$ cat config.mk
export PLATFORM = sky130hd
export DESIGN_NAME = motor_status_bank
export DESIGN_NICKNAME = d
export VERILOG_FILES = /design/src/logic/loop_period_timer.v /design/src/logic/motor_status_bank.v
export VERILOG_INCLUDE_DIRS = /design/src /design/src/logic
export SDC_FILE = /design/constraint.sdc
export NUM_CORES = 2
export LEC_CHECK = 0
export BUFFER_PORTS_ARGS = -buffer_cell sky130_fd_sc_hd__buf_4
export CORE_MARGIN = 10
export CORE_UTILIZATION = 60
export CTS_BUF_LIST = sky130_fd_sc_hd__clkbuf_4
export DETAILED_ROUTE_END_ITERATION = 8
export GPL_TIMING_DRIVEN = 0
export PLACE_DENSITY = 0.78
export SLEW_MARGIN = 10
export SYNTH_ARGS = -nofsm -noshare
export SYNTH_HDL_FRONTEND = slang
export SYNTH_SLANG_ARGS = --single-unit
$ cat constraint.sdc
create_clock -name clock_i -period 35.7 [get_ports clock_i]
set_clock_uncertainty 0.1 [all_clocks]
set_input_delay 1.785 -clock clock_i [delete_from_list [all_inputs] [get_ports clock_i]]
set_output_delay 1.785 -clock clock_i [all_outputs]
set_load 0.03 [all_outputs]
$ cat src/logic/motor_status_defines.vh
// Summary of operation
// - Multi-byte variables read out low byte first.
// - Host selects variable by byte offset.
// - Serial mode: raw input equals target, max 4095.
// - Analog mode: raw input is converted input voltage.
// - Pulse mode: raw input counts two-thirds microsecond steps.
// - Non-serial modes: target is scaled raw input.
// - Open loop: drive target is target minus 2048.
// - Closed loop: drive target is negated PID sum.
// - Force target command replaces computed drive target.
// - Frequency feedback: 2048 offset by tachometer frequency.
// - No feedback mode: raw feedback reads zero.
// - Analog feedback: raw feedback is converted voltage.
// - Closed loop: each period integral adds error, clamped to limit.
// - Halting error: target kept, applied level ramps down.
// - Applied level is limited target, magnitude at most 600.
// - Plus or minus 600 means full speed.
// - Force duty command overrides applied level directly.
// - Coarse current is upper eight current bits.
// - Overrun flag set when last period overran.
// - Period counter increments per period, wraps after 65535.
`ifndef MOTOR_STATUS_DEFINES_VH
`define MOTOR_STATUS_DEFINES_VH

// Byte offsets of the variables within the variable area.
`define OFF_RAW_INPUT      8'h00
`define OFF_TARGET         8'h02
`define OFF_RAW_FEEDBACK   8'h04
`define OFF_SCALED_FB      8'h06
`define OFF_ERROR_SUM      8'h08
`define OFF_DRIVE_TARGET   8'h0A
`define OFF_APPLIED_DRIVE  8'h0C
`define OFF_COARSE_CURRENT 8'h0E
`define OFF_OVERRUN        8'h0F
`define OFF_PERIOD_COUNT   8'h10
`define VAR_BYTES          8'h12

// Input and feedback mode encodings.
`define IN_SERIAL          2'h0
`define IN_ANALOG          2'h1
`define IN_PULSE           2'h2
`define FB_NONE            2'h0
`define FB_ANALOG          2'h1
`define FB_FREQ            2'h2

// Force mode encodings.
`define FORCE_NONE         2'h0
`define FORCE_TARGET       2'h1
`define FORCE_DUTY         2'h2

// Value limits.
`define TARGET_MAX         32'h0000_0FFF
`define FB_MIDPOINT        32'h0000_0800
`define DRIVE_FULL         32'h0000_0258
`define S16_MAX            32'h0000_7FFF
`define S16_MIN            32'hFFFF_8000
`define PULSE_STEP_SHIFT   3
`define SCALE_SHIFT        8
`define PID_SHIFT          4
`define CURRENT_HI_LSB     8

// Clock timing: 25 MHz clock, one millisecond in nanoseconds.
`define CLOCK_PERIOD_NS    40
`define MS_IN_NS           1000000
`define CYCLES_PER_MS      (`MS_IN_NS / `CLOCK_PERIOD_NS)

// One-hot states of the period sequencer.
`define ST_IDLE            5'h01
`define ST_SAMPLE          5'h02
`define ST_SCALE           5'h04
`define ST_PID             5'h08
`define ST_DRIVE           5'h10

`endif

$ cat src/logic/loop_period_timer.v
`timescale 1ns/1ns
`default_nettype none
`include "motor_status_defines.vh"

// Produces a one-cycle tick at the start of every control period.
module loop_period_timer #(
    parameter CYCLES_PER_MS = `CYCLES_PER_MS
) (
    // Clock and reset
    input  wire        clock_i,
    input  wire        rst_i,
    // Configuration
    input  wire [15:0] period_ms_i,
    // Tick out
    output reg         tick_o
);

    reg [31:0] prescale_reg;   // Cycles within the current millisecond.
    reg [15:0] ms_reg;         // Milliseconds within the current period.
    wire       ms_done;        // Last cycle of a millisecond.
    wire [15:0] period_last;   // Final millisecond index of a period.

    assign ms_done = (prescale_reg == CYCLES_PER_MS - 1);
    // A zero period would never tick, so it is treated as one millisecond.
    assign period_last = (period_ms_i == 16'h0000) ? 16'h0000 : period_ms_i - 16'h0001;

    // Millisecond prescaler and period counter; the tick is a clean enable.
    always @(posedge clock_i) begin
        if (rst_i) begin
            prescale_reg <= 32'h0000_0000;
            ms_reg       <= 16'h0000;
            tick_o       <= 1'b0;
        end else begin
            tick_o <= 1'b0;
            if (ms_done) begin
                prescale_reg <= 32'h0000_0000;
                if (ms_reg >= period_last) begin
                    // Compare with >= so a shortened period takes effect at once.
                    ms_reg <= 16'h0000;
                    tick_o <= 1'b1;
                end else begin
                    ms_reg <= ms_reg + 16'h0001;
                end
            end else begin
                prescale_reg <= prescale_reg + 32'h0000_0001;
            end
        end
    end

endmodule
`default_nettype wire

$ cat src/logic/motor_status_bank.v
`timescale 1ns/1ns
`default_nettype none
`include "motor_status_defines.vh"

// Status variable bank of a closed-loop motor controller with byte read-out.
module motor_status_bank #(
    parameter CYCLES_PER_MS = `CYCLES_PER_MS
) (
    // Clock and reset
    input  wire        clock_i,
    input  wire        rst_i,
    // Mode configuration
    input  wire [1:0]  input_mode_i,
    input  wire [1:0]  feedback_mode_i,
    input  wire [15:0] pid_period_ms_i,
    // Measurements
    input  wire        sample_valid_i,
    input  wire [11:0] analog_input_i,
    input  wire [11:0] analog_feedback_i,
    input  wire [15:0] pulse_width_i,
    input  wire [12:0] tach_freq_i,
    input  wire [15:0] current_ma_i,
    // Scaling and loop settings
    input  wire [11:0] in_offset_i,
    input  wire [11:0] in_gain_i,
    input  wire [11:0] fb_offset_i,
    input  wire [11:0] fb_gain_i,
    input  wire [7:0]  kp_i,
    input  wire [7:0]  ki_i,
    input  wire [7:0]  kd_i,
    input  wire [14:0] integral_limit_i,
    input  wire [9:0]  max_duty_i,
    input  wire [9:0]  decel_step_i,
    input  wire        error_halt_i,
    // Commands
    input  wire        set_target_i,
    input  wire [15:0] target_value_i,
    input  wire        force_target_i,
    input  wire        force_duty_i,
    input  wire [15:0] force_value_i,
    input  wire        force_release_i,
    // Variable read port
    input  wire        rd_start_i,
    input  wire [7:0]  rd_offset_i,
    input  wire [5:0]  rd_count_i,
    input  wire        rd_ready_i,
    output wire        rd_busy_o,
    output reg         rd_valid_o,
    output reg  [7:0]  rd_data_o,
    // Motor drive and status
    output reg  [15:0] applied_drive_o,
    output reg  [1:0]  force_mode_o,
    output wire        period_tick_o
);

    // Variable storage, updated stage by stage through the period sequence; the period counter on each tick.
    reg [15:0] raw_input_reg;
    reg [15:0] commanded_target_reg;
    reg [15:0] raw_feedback_reg;
    reg [15:0] scaled_feedback_reg;
    reg [15:0] error_sum_reg;
    reg [15:0] drive_level_target_reg;
    reg [7:0]  coarse_motor_current_reg;
    reg        loop_overrun_flag_reg;
    reg [15:0] loop_period_counter_reg;

    // Sequencer and command state.
    reg [4:0]  state_reg;
    reg [15:0] cmd_target_reg;       // Last serial target command.
    reg [15:0] prev_error_reg;       // Error of the previous period.
    reg        late_reg;             // A tick came while still busy.
    reg [15:0] force_reg;            // Value of the active force command.

    // Read engine state and snapshot.
    reg [7:0]  snap_mem [0:17];
    reg [7:0]  rd_ptr_reg;
    reg [5:0]  rd_left_reg;
    reg        rd_load_reg;
    wire       rd_take;
    wire [143:0] live_bytes;
    integer    k;

    // Combinational loop arithmetic.
    integer    err_w;
    integer    int_w;
    integer    lim_w;
    integer    pid_w;
    integer    dt_w;
    integer    cap_w;
    integer    drv_w;
    integer    step_w;
    reg [15:0] in_raw_w;
    reg [15:0] fb_raw_w;

    // Clamps a signed value into a range and returns its low sixteen bits.
    function [15:0] clamp16;
        input integer v;
        input integer lo;
        input integer hi;
        integer r;
        begin
            r = v;
            if (r < lo) begin
                r = lo;
            end
            if (r > hi) begin
                r = hi;
            end
            clamp16 = r[15:0];
        end
    endfunction

    // Linear scaling: subtract offset, multiply by gain in 1/256 units, cap.
    function [15:0] scale12;
        input [15:0] raw;
        input [11:0] off;
        input [11:0] gain;
        integer d;
        begin
            d = raw - off;
            if (d < 0) begin
                d = 0;
            end
            d = (d * gain) >>> `SCALE_SHIFT;
            scale12 = clamp16(d, 0, `TARGET_MAX);
        end
    endfunction

    // Period tick source.
    loop_period_timer #(
        .CYCLES_PER_MS (CYCLES_PER_MS)
    ) period_timer (
        .clock_i     (clock_i),
        .rst_i       (rst_i),
        .period_ms_i (pid_period_ms_i),
        .tick_o      (period_tick_o)
    );

    // Raw input and feedback selection by mode.
    always @* begin
        case (input_mode_i)
            `IN_ANALOG: begin
                in_raw_w = {4'h0, analog_input_i};
            end
            `IN_PULSE: begin
                in_raw_w = pulse_width_i >> `PULSE_STEP_SHIFT;
            end
            default: begin
                in_raw_w = cmd_target_reg;
            end
        endcase
        case (feedback_mode_i)
            `FB_ANALOG: begin
                fb_raw_w = {4'h0, analog_feedback_i};
            end
            `FB_FREQ: begin
                // Signed tachometer reading moves the midpoint either way.
                fb_raw_w = clamp16($signed(`FB_MIDPOINT) + $signed(tach_freq_i),
                                   0, `TARGET_MAX);
            end
            default: begin
                fb_raw_w = 16'h0000;
            end
        endcase
    end

    // Loop arithmetic on the latched variables.
    always @* begin
        err_w = scaled_feedback_reg - commanded_target_reg;
        lim_w = integral_limit_i;
        int_w = $signed(error_sum_reg) + err_w;
        int_w = $signed(clamp16(int_w, -lim_w, lim_w));
        // Gains are widened as signed so negative errors shift arithmetically.
        pid_w = (($signed({1'b0, kp_i}) * err_w) >>> `PID_SHIFT)
              + (($signed({1'b0, ki_i}) * int_w) >>> `PID_SHIFT)
              + (($signed({1'b0, kd_i}) * (err_w - $signed(prev_error_reg))) >>> `PID_SHIFT);
        if (force_mode_o == `FORCE_TARGET) begin
            dt_w = $signed(force_reg);
        end else if (feedback_mode_i == `FB_NONE) begin
            dt_w = commanded_target_reg - `FB_MIDPOINT;
        end else begin
            dt_w = -pid_w;
        end
        dt_w = $signed(clamp16(dt_w, `S16_MIN, `S16_MAX));
        // The motor limit can only narrow the full-speed range.
        cap_w = (max_duty_i > `DRIVE_FULL) ? `DRIVE_FULL : max_duty_i;
        step_w = decel_step_i;
        drv_w = $signed(applied_drive_o);
        if (force_mode_o == `FORCE_DUTY) begin
            drv_w = $signed(force_reg);
        end else if (error_halt_i) begin
            // A zero step would never stop the motor, so it stops at once.
            if (step_w == 0 || (drv_w <= step_w && drv_w >= -step_w)) begin
                drv_w = 0;
            end else if (drv_w > 0) begin
                drv_w = drv_w - step_w;
            end else begin
                drv_w = drv_w + step_w;
            end
        end else begin
            drv_w = dt_w;
            if (drv_w > cap_w) begin
                drv_w = cap_w;
            end
            if (drv_w < -cap_w) begin
                drv_w = -cap_w;
            end
        end
        drv_w = $signed(clamp16(drv_w, -`DRIVE_FULL, `DRIVE_FULL));
    end

    // Command capture; force modes hold until released or replaced.
    always @(posedge clock_i) begin
        if (rst_i) begin
            cmd_target_reg <= 16'h0000;
            force_mode_o   <= `FORCE_NONE;
            force_reg      <= 16'h0000;
        end else begin
            if (set_target_i) begin
                cmd_target_reg <= clamp16(target_value_i, 0, `TARGET_MAX);
            end
            if (force_duty_i) begin
                force_mode_o <= `FORCE_DUTY;
                force_reg    <= force_value_i;
            end else if (force_target_i) begin
                force_mode_o <= `FORCE_TARGET;
                force_reg    <= force_value_i;
            end else if (force_release_i || set_target_i) begin
                // A new target hands control back to the loop.
                force_mode_o <= `FORCE_NONE;
            end
        end
    end

    // Period sequencer: sample, scale, run the loop, update the drive.
    always @(posedge clock_i) begin
        if (rst_i) begin
            state_reg                <= `ST_IDLE;
            raw_input_reg            <= 16'h0000;
            commanded_target_reg     <= 16'h0000;
            raw_feedback_reg         <= 16'h0000;
            scaled_feedback_reg      <= 16'h0000;
            error_sum_reg            <= 16'h0000;
            drive_level_target_reg   <= 16'h0000;
            applied_drive_o          <= 16'h0000;
            coarse_motor_current_reg <= 8'h00;
            loop_overrun_flag_reg    <= 1'b0;
            loop_period_counter_reg  <= 16'h0000;
            prev_error_reg           <= 16'h0000;
            late_reg                 <= 1'b0;
        end else begin
            if (period_tick_o) begin
                // Natural 16-bit wrap takes 65535 back to zero.
                loop_period_counter_reg <= loop_period_counter_reg + 16'h0001;
            end
            case (state_reg)
                `ST_IDLE: begin
                    if (period_tick_o) begin
                        state_reg <= `ST_SAMPLE;
                    end
                end
                `ST_SAMPLE: begin
                    // Waiting for conversions is what can stretch a period.
                    if (period_tick_o) begin
                        late_reg <= 1'b1;
                    end
                    if (sample_valid_i) begin
                        raw_input_reg    <= in_raw_w;
                        raw_feedback_reg <= fb_raw_w;
                        coarse_motor_current_reg <=
                            current_ma_i[15:`CURRENT_HI_LSB];
                        state_reg <= `ST_SCALE;
                    end
                end
                `ST_SCALE: begin
                    if (period_tick_o) begin
                        late_reg <= 1'b1;
                    end
                    if (input_mode_i == `IN_SERIAL) begin
                        commanded_target_reg <= cmd_target_reg;
                    end else begin
                        commanded_target_reg <= scale12(raw_input_reg,
                                                in_offset_i, in_gain_i);
                    end
                    if (feedback_mode_i == `FB_NONE) begin
                        scaled_feedback_reg <= 16'h0000;
                    end else begin
                        scaled_feedback_reg <= scale12(raw_feedback_reg,
                                               fb_offset_i, fb_gain_i);
                    end
                    state_reg <= `ST_PID;
                end
                `ST_PID: begin
                    if (period_tick_o) begin
                        late_reg <= 1'b1;
                    end
                    if (feedback_mode_i != `FB_NONE) begin
                        error_sum_reg <= int_w[15:0];
                    end
                    prev_error_reg         <= err_w[15:0];
                    drive_level_target_reg <= dt_w[15:0];
                    state_reg <= `ST_DRIVE;
                end
                `ST_DRIVE: begin
                    applied_drive_o       <= drv_w[15:0];
                    loop_overrun_flag_reg <= late_reg | period_tick_o;
                    late_reg              <= 1'b0;
                    // A tick in this same cycle starts the next sequence right away; late ticks in earlier stages only set the flag.
                    state_reg <= period_tick_o ? `ST_SAMPLE : `ST_IDLE;
                end
                default: begin
                    state_reg <= `ST_IDLE;
                end
            endcase
        end
    end

    // Variable area image, little-endian within each variable.
    assign live_bytes = {loop_period_counter_reg,
                         7'h00, loop_overrun_flag_reg,
                         coarse_motor_current_reg,
                         applied_drive_o,
                         drive_level_target_reg,
                         error_sum_reg,
                         scaled_feedback_reg,
                         raw_feedback_reg,
                         commanded_target_reg,
                         raw_input_reg};

    // A read is taken only when idle and for a non-zero count.
    assign rd_take   = rd_start_i && !rd_busy_o && (rd_count_i != 6'h00);
    assign rd_busy_o = rd_load_reg | rd_valid_o;

    // Whole image copied at once, so no variable can tear mid-response.
    always @(posedge clock_i) begin
        if (rst_i) begin
            for (k = 0; k < `VAR_BYTES; k = k + 1) begin
                snap_mem[k] <= 8'h00;
            end
        end else if (rd_take) begin
            for (k = 0; k < `VAR_BYTES; k = k + 1) begin
                snap_mem[k] <= live_bytes[8*k +: 8];
            end
        end
    end

    // Byte streamer: one byte per accepted handshake, offsets past the area read 0.
    always @(posedge clock_i) begin
        if (rst_i) begin
            rd_ptr_reg  <= 8'h00;
            rd_left_reg <= 6'h00;
            rd_load_reg <= 1'b0;
            rd_valid_o  <= 1'b0;
            rd_data_o   <= 8'h00;
        end else if (rd_take) begin
            rd_ptr_reg  <= rd_offset_i;
            rd_left_reg <= rd_count_i;
            rd_load_reg <= 1'b1;
        end else if (rd_load_reg) begin
            rd_load_reg <= 1'b0;
            rd_valid_o  <= 1'b1;
            rd_data_o   <= (rd_ptr_reg < `VAR_BYTES) ? snap_mem[rd_ptr_reg[4:0]] : 8'h00;
        end else if (rd_valid_o && rd_ready_i) begin
            if (rd_left_reg == 6'h01) begin
                rd_valid_o  <= 1'b0;
                rd_left_reg <= 6'h00;
            end else begin
                rd_left_reg <= rd_left_reg - 6'h01;
                rd_ptr_reg  <= rd_ptr_reg + 8'h01;
                rd_data_o   <= (rd_ptr_reg + 8'h01 < `VAR_BYTES) ?
                               snap_mem[rd_ptr_reg[4:0] + 5'h01] : 8'h00;
            end
        end
    end

endmodule
`default_nettype wire

==> flow_metrics.py <==
metrics = {
    "run_status": {
        "status": "finished, final reports clean",
    },
    "grt": {
        "antenna_found_initial": 8,
        "grt_pass1_vias": 49000,
        "grt_overflow": 0,
        "grt_pass1_wl_um": 265000,
        "grt_max_degree": 64,
        "grt_use_total_pct": 31.2,
    },
    "setup_path": {
        "crit_required_ns": 36.33,
        "critical-path-max-stage-delay_ns": 0.77,
        "cp_common_cell": "a21oi_1",
        "startpoint_type": "flop",
        "r2r-start": "commanded_target_reg[2]$_SDFFE_PP0P_",
        "regToRegSetupSlack_ns": 3.02,
        "r2r_end": "applied_drive_o[2]$_SDFFE_PP0P_",
        "startpoint": "commanded_target_reg[2]$_SDFFE_PP0P_",
        "crit_type": "reg2reg",
        "cp.arrival_ns": 33.31,
        "r2r_cells": 141,
        "critPathCapture": "applied_drive_o[2]$_SDFFE_PP0P_",
        "path_max_fanout": 16,
        "slowest_stage": "a21oi_1",
        "end_kind": "flop",
    },
    "layout": {
        "syn2layout_area_growth_pct": 9.19,
        "multi_input_area_um2": 41600,
        "drive_above_1_share_pct": 8.50,
        "nets": 8305,
        "final_common_cell": "inv_1",
        "final_cell_mix": "993 x inv_1, 800 x nand2_1, 634 x fa_1",
        "seqCellArea_um2": 9390,
        "final_cell_area_um2": 60700,
        "fillCellCount": 7737,
        "largest_reg_flops": 134,
    },
    "place": {
        "hpwlAfterDp_um": 138000,
        "placed_area_um2": 59300,
        "place.gp.congestion": 0.975,
        "portBuffers": 262,
        "place_ws_ns": 3.49,
    },
    "synthesis": {
        "yosys.area_share.simple_pct": 19.0,
        "synth_compound_area_share_pct": 11.9,
        "synthCells": 6475,
        "syn_area_um2": 55600,
        "synth_top_family_by_area": "adder cells",
        "yosys_warnings": 0,
        "seq_area_frac_synth_pct": 16.9,
        "synthXorXnorAreaFrac_pct": 4.18,
        "ys_ff_latch": 402,
        "synth_cell_types": 86,
        "synthFlopType": "dfxtp_1",
        "synth_adder_area_share_pct": 35.5,
        "syn_area_per_cell_um2": 8.59,
        "ys_async_sr_fraction_pct": 0,
        "synth_edf_count": 134,
        "synth_mux_area_share_pct": 4.03,
    },
    "sta": {
        "period_minus_slack_ns": 32.68,
        "clock.fmax_mhz": 30.6,
        "maxSlewViolCount": 0,
        "setup_viol": 0,
        "hold_viol": 0,
        "fin_setup_tns_ns": 0,
        "final.setup.worst_slack_ns": 3.02,
        "finalCritPeriodShare_pct": 91.5,
        "worst_pin_slew_ns": 1.32,
        "hold_ws_ns": 0.354,
        "slew_headroom_pct": 11.8,
        "rsz0062_at_grt": "no",
    },
    "die": {
        "die_y_um": 324,
        "fp-row-count": 111,
        "core_area_um2": 91800,
        "start_util_pct": 60.6,
        "dieArea_um2": 105000,
        "io_pins": 281,
        "die-width_um": 324,
    },
    "power": {
        "swShare_pct": 32.1,
        "seq_power_share_pct": 43.4,
        "combPwrFrac_pct": 20.6,
        "power_density_nw_per_um2": 19.1,
        "ir_drop_v": 0.0000207,
        "pwr-share-clk_pct": 36.1,
        "switchingPower_w": 0.000372,
        "internal-power_w": 0.000787,
        "leakage_nw": 30.2,
    },
    "drt": {
        "post_drt_wl_per_cell_um": 20.3,
        "antenna_left": 0,
        "via_count": 48200,
        "drtPass1Iterations": 6,
        "vias_per_cell": 5.89,
        "wl_um": 167000,
        "drt_iter0_markers": 4062,
        "drcViolationCount": 0,
    },
    "clock_network": {
        "cts_tree": "built",
        "clockRootBuffer": "clkbuf_4",
        "postCtsHoldBufs": 0,
        "cts_num_sinks": 402,
        "clk_latency_ns": 0.94,
        "cts.path.max_buffers": 3,
        "cts_inserted_buffers": 106,
        "cts.clk_slew.worst_paths_ns": 0.07,
        "cts_setup_buffers": 0,
        "cts_resized": 0,
        "htree_levels": 3,
    },
    "job": {
        "cap_violations": 0,
    },
    "worst_hold_path": {
        "min_path_type": "reg2reg",
        "min_from": "period_timer.prescale_reg[0]$_SDFF_PP0_",
    },
}
synth_stat cells, types with 40 or more instances:
cell type  number  share of area, %
xor2_1        106               1.7
nand4_1        41              0.46
o21ai_0       179               1.6
mux4_2         57               2.3
inv_1         993               6.7
xnor2_1       159               2.5
o211ai_1       42              0.57
and3_1        171               1.9
nand3_1        78              0.70
nand2b_1       50              0.56
nand2_1       801               5.4
nor2_1        409               2.8
edfxtp_1      134               7.2
nor3_1        105              0.95
and2_1        340               3.8
a21o_1         85               1.1
nor4_1         42              0.47
o21bai_1       48              0.65
ha_1          561                13
fa_1          634                23
clkbuf_1      240               1.6
dfxtp_1       268               9.7
a211oi_1       40              0.54
mux2i_1        55              0.99
nor2b_1        57              0.64
a21oi_1       336               3.0
critical path, delay by kind of cell, from the launching register on:
kind / cells / cell delay (ns)
DFF: 1 / 0.46
adders and majority gates: 16 / 5.86
xor gates and xnor gates: 2 / 1.03
and+or+nand+nor: 28 / 4.65
AOI/OAI and AO/OA: 79 / 16.69
muxes: 3 / 1.20
buffers and inverters: 13 / 2.50
cell families (layout without fill, tap and decap cells):
kind of cell | Yosys count | after routing
compound gates | 1017 | 1017
xor+xnor | 265 | 265
fa+ha+maj | 1195 | 1195
buf+inv | 1255 | 1711
flops | 402 | 402
mux | 148 | 148
other cells | 2 | 18
simple gates | 2191 | 2191
stage by stage:
stage	instances	power, W	util [%]
6_report	8190	0.00116	66.1
3_5_place_dp	7993	0.000743	64.5
2_1_floorplan	6485	0.000647	-
5_1_grt	8187	0.00120	66.1
3_3_place_gp	7990	0.000741	64.4
4_1_cts	8184	0.00115	66.1
layout make-up:
type	instances	area share, %
well taps	1243	2.56
multi-input cells	4828	68.5
repair buffers	265	3.33
plain buffers	262	1.65
diodes	6	0.0247
inverters	993	6.14
clock buffers	161	1.99
clock inverters	30	0.297
flip-flops and latches	402	15.5
power groups by stage:
stage                     Sequential [W]  Clock, W  Combinational, W
after CTS                       0.000501  0.000420          0.000232
after global placement          0.000513         0          0.000228
after detailed placement        0.000511         0          0.000231
after global routing            0.000503  0.000446          0.000255
final                           0.000503  0.000418          0.000238
after floorplan                 0.000508         0          0.000139
worst min-delay path by stage:
stage / cells after the start / slack, ns / to
after floorplan: 1 / 0.32 / period_timer.prescale_reg[0]$_SDFF_PP0_
final: 1 / 0.35 / period_timer.prescale_reg[0]$_SDFF_PP0_
after CTS: 1 / 0.35 / period_timer.prescale_reg[0]$_SDFF_PP0_
after global placement: 1 / 0.33 / period_timer.prescale_reg[0]$_SDFF_PP0_
after detailed placement: 1 / 0.33 / period_timer.prescale_reg[0]$_SDFF_PP0_
after global routing: 1 / 0.37 / period_timer.prescale_reg[0]$_SDFF_PP0_
routing by layer:
layer | GRT usage, % | up-vias | wire length (um)
met2 | 50.8 | 2190 | 76800
met3 | 5.37 | 376 | 15300
met4 | 12.5 | 2 | 7400
li1 | - | 22200 | -
met1 | 41.0 | 23400 | 67000
met5 | 0 | - | 8
Note: power is estimated with default switching activity, not from simulation.
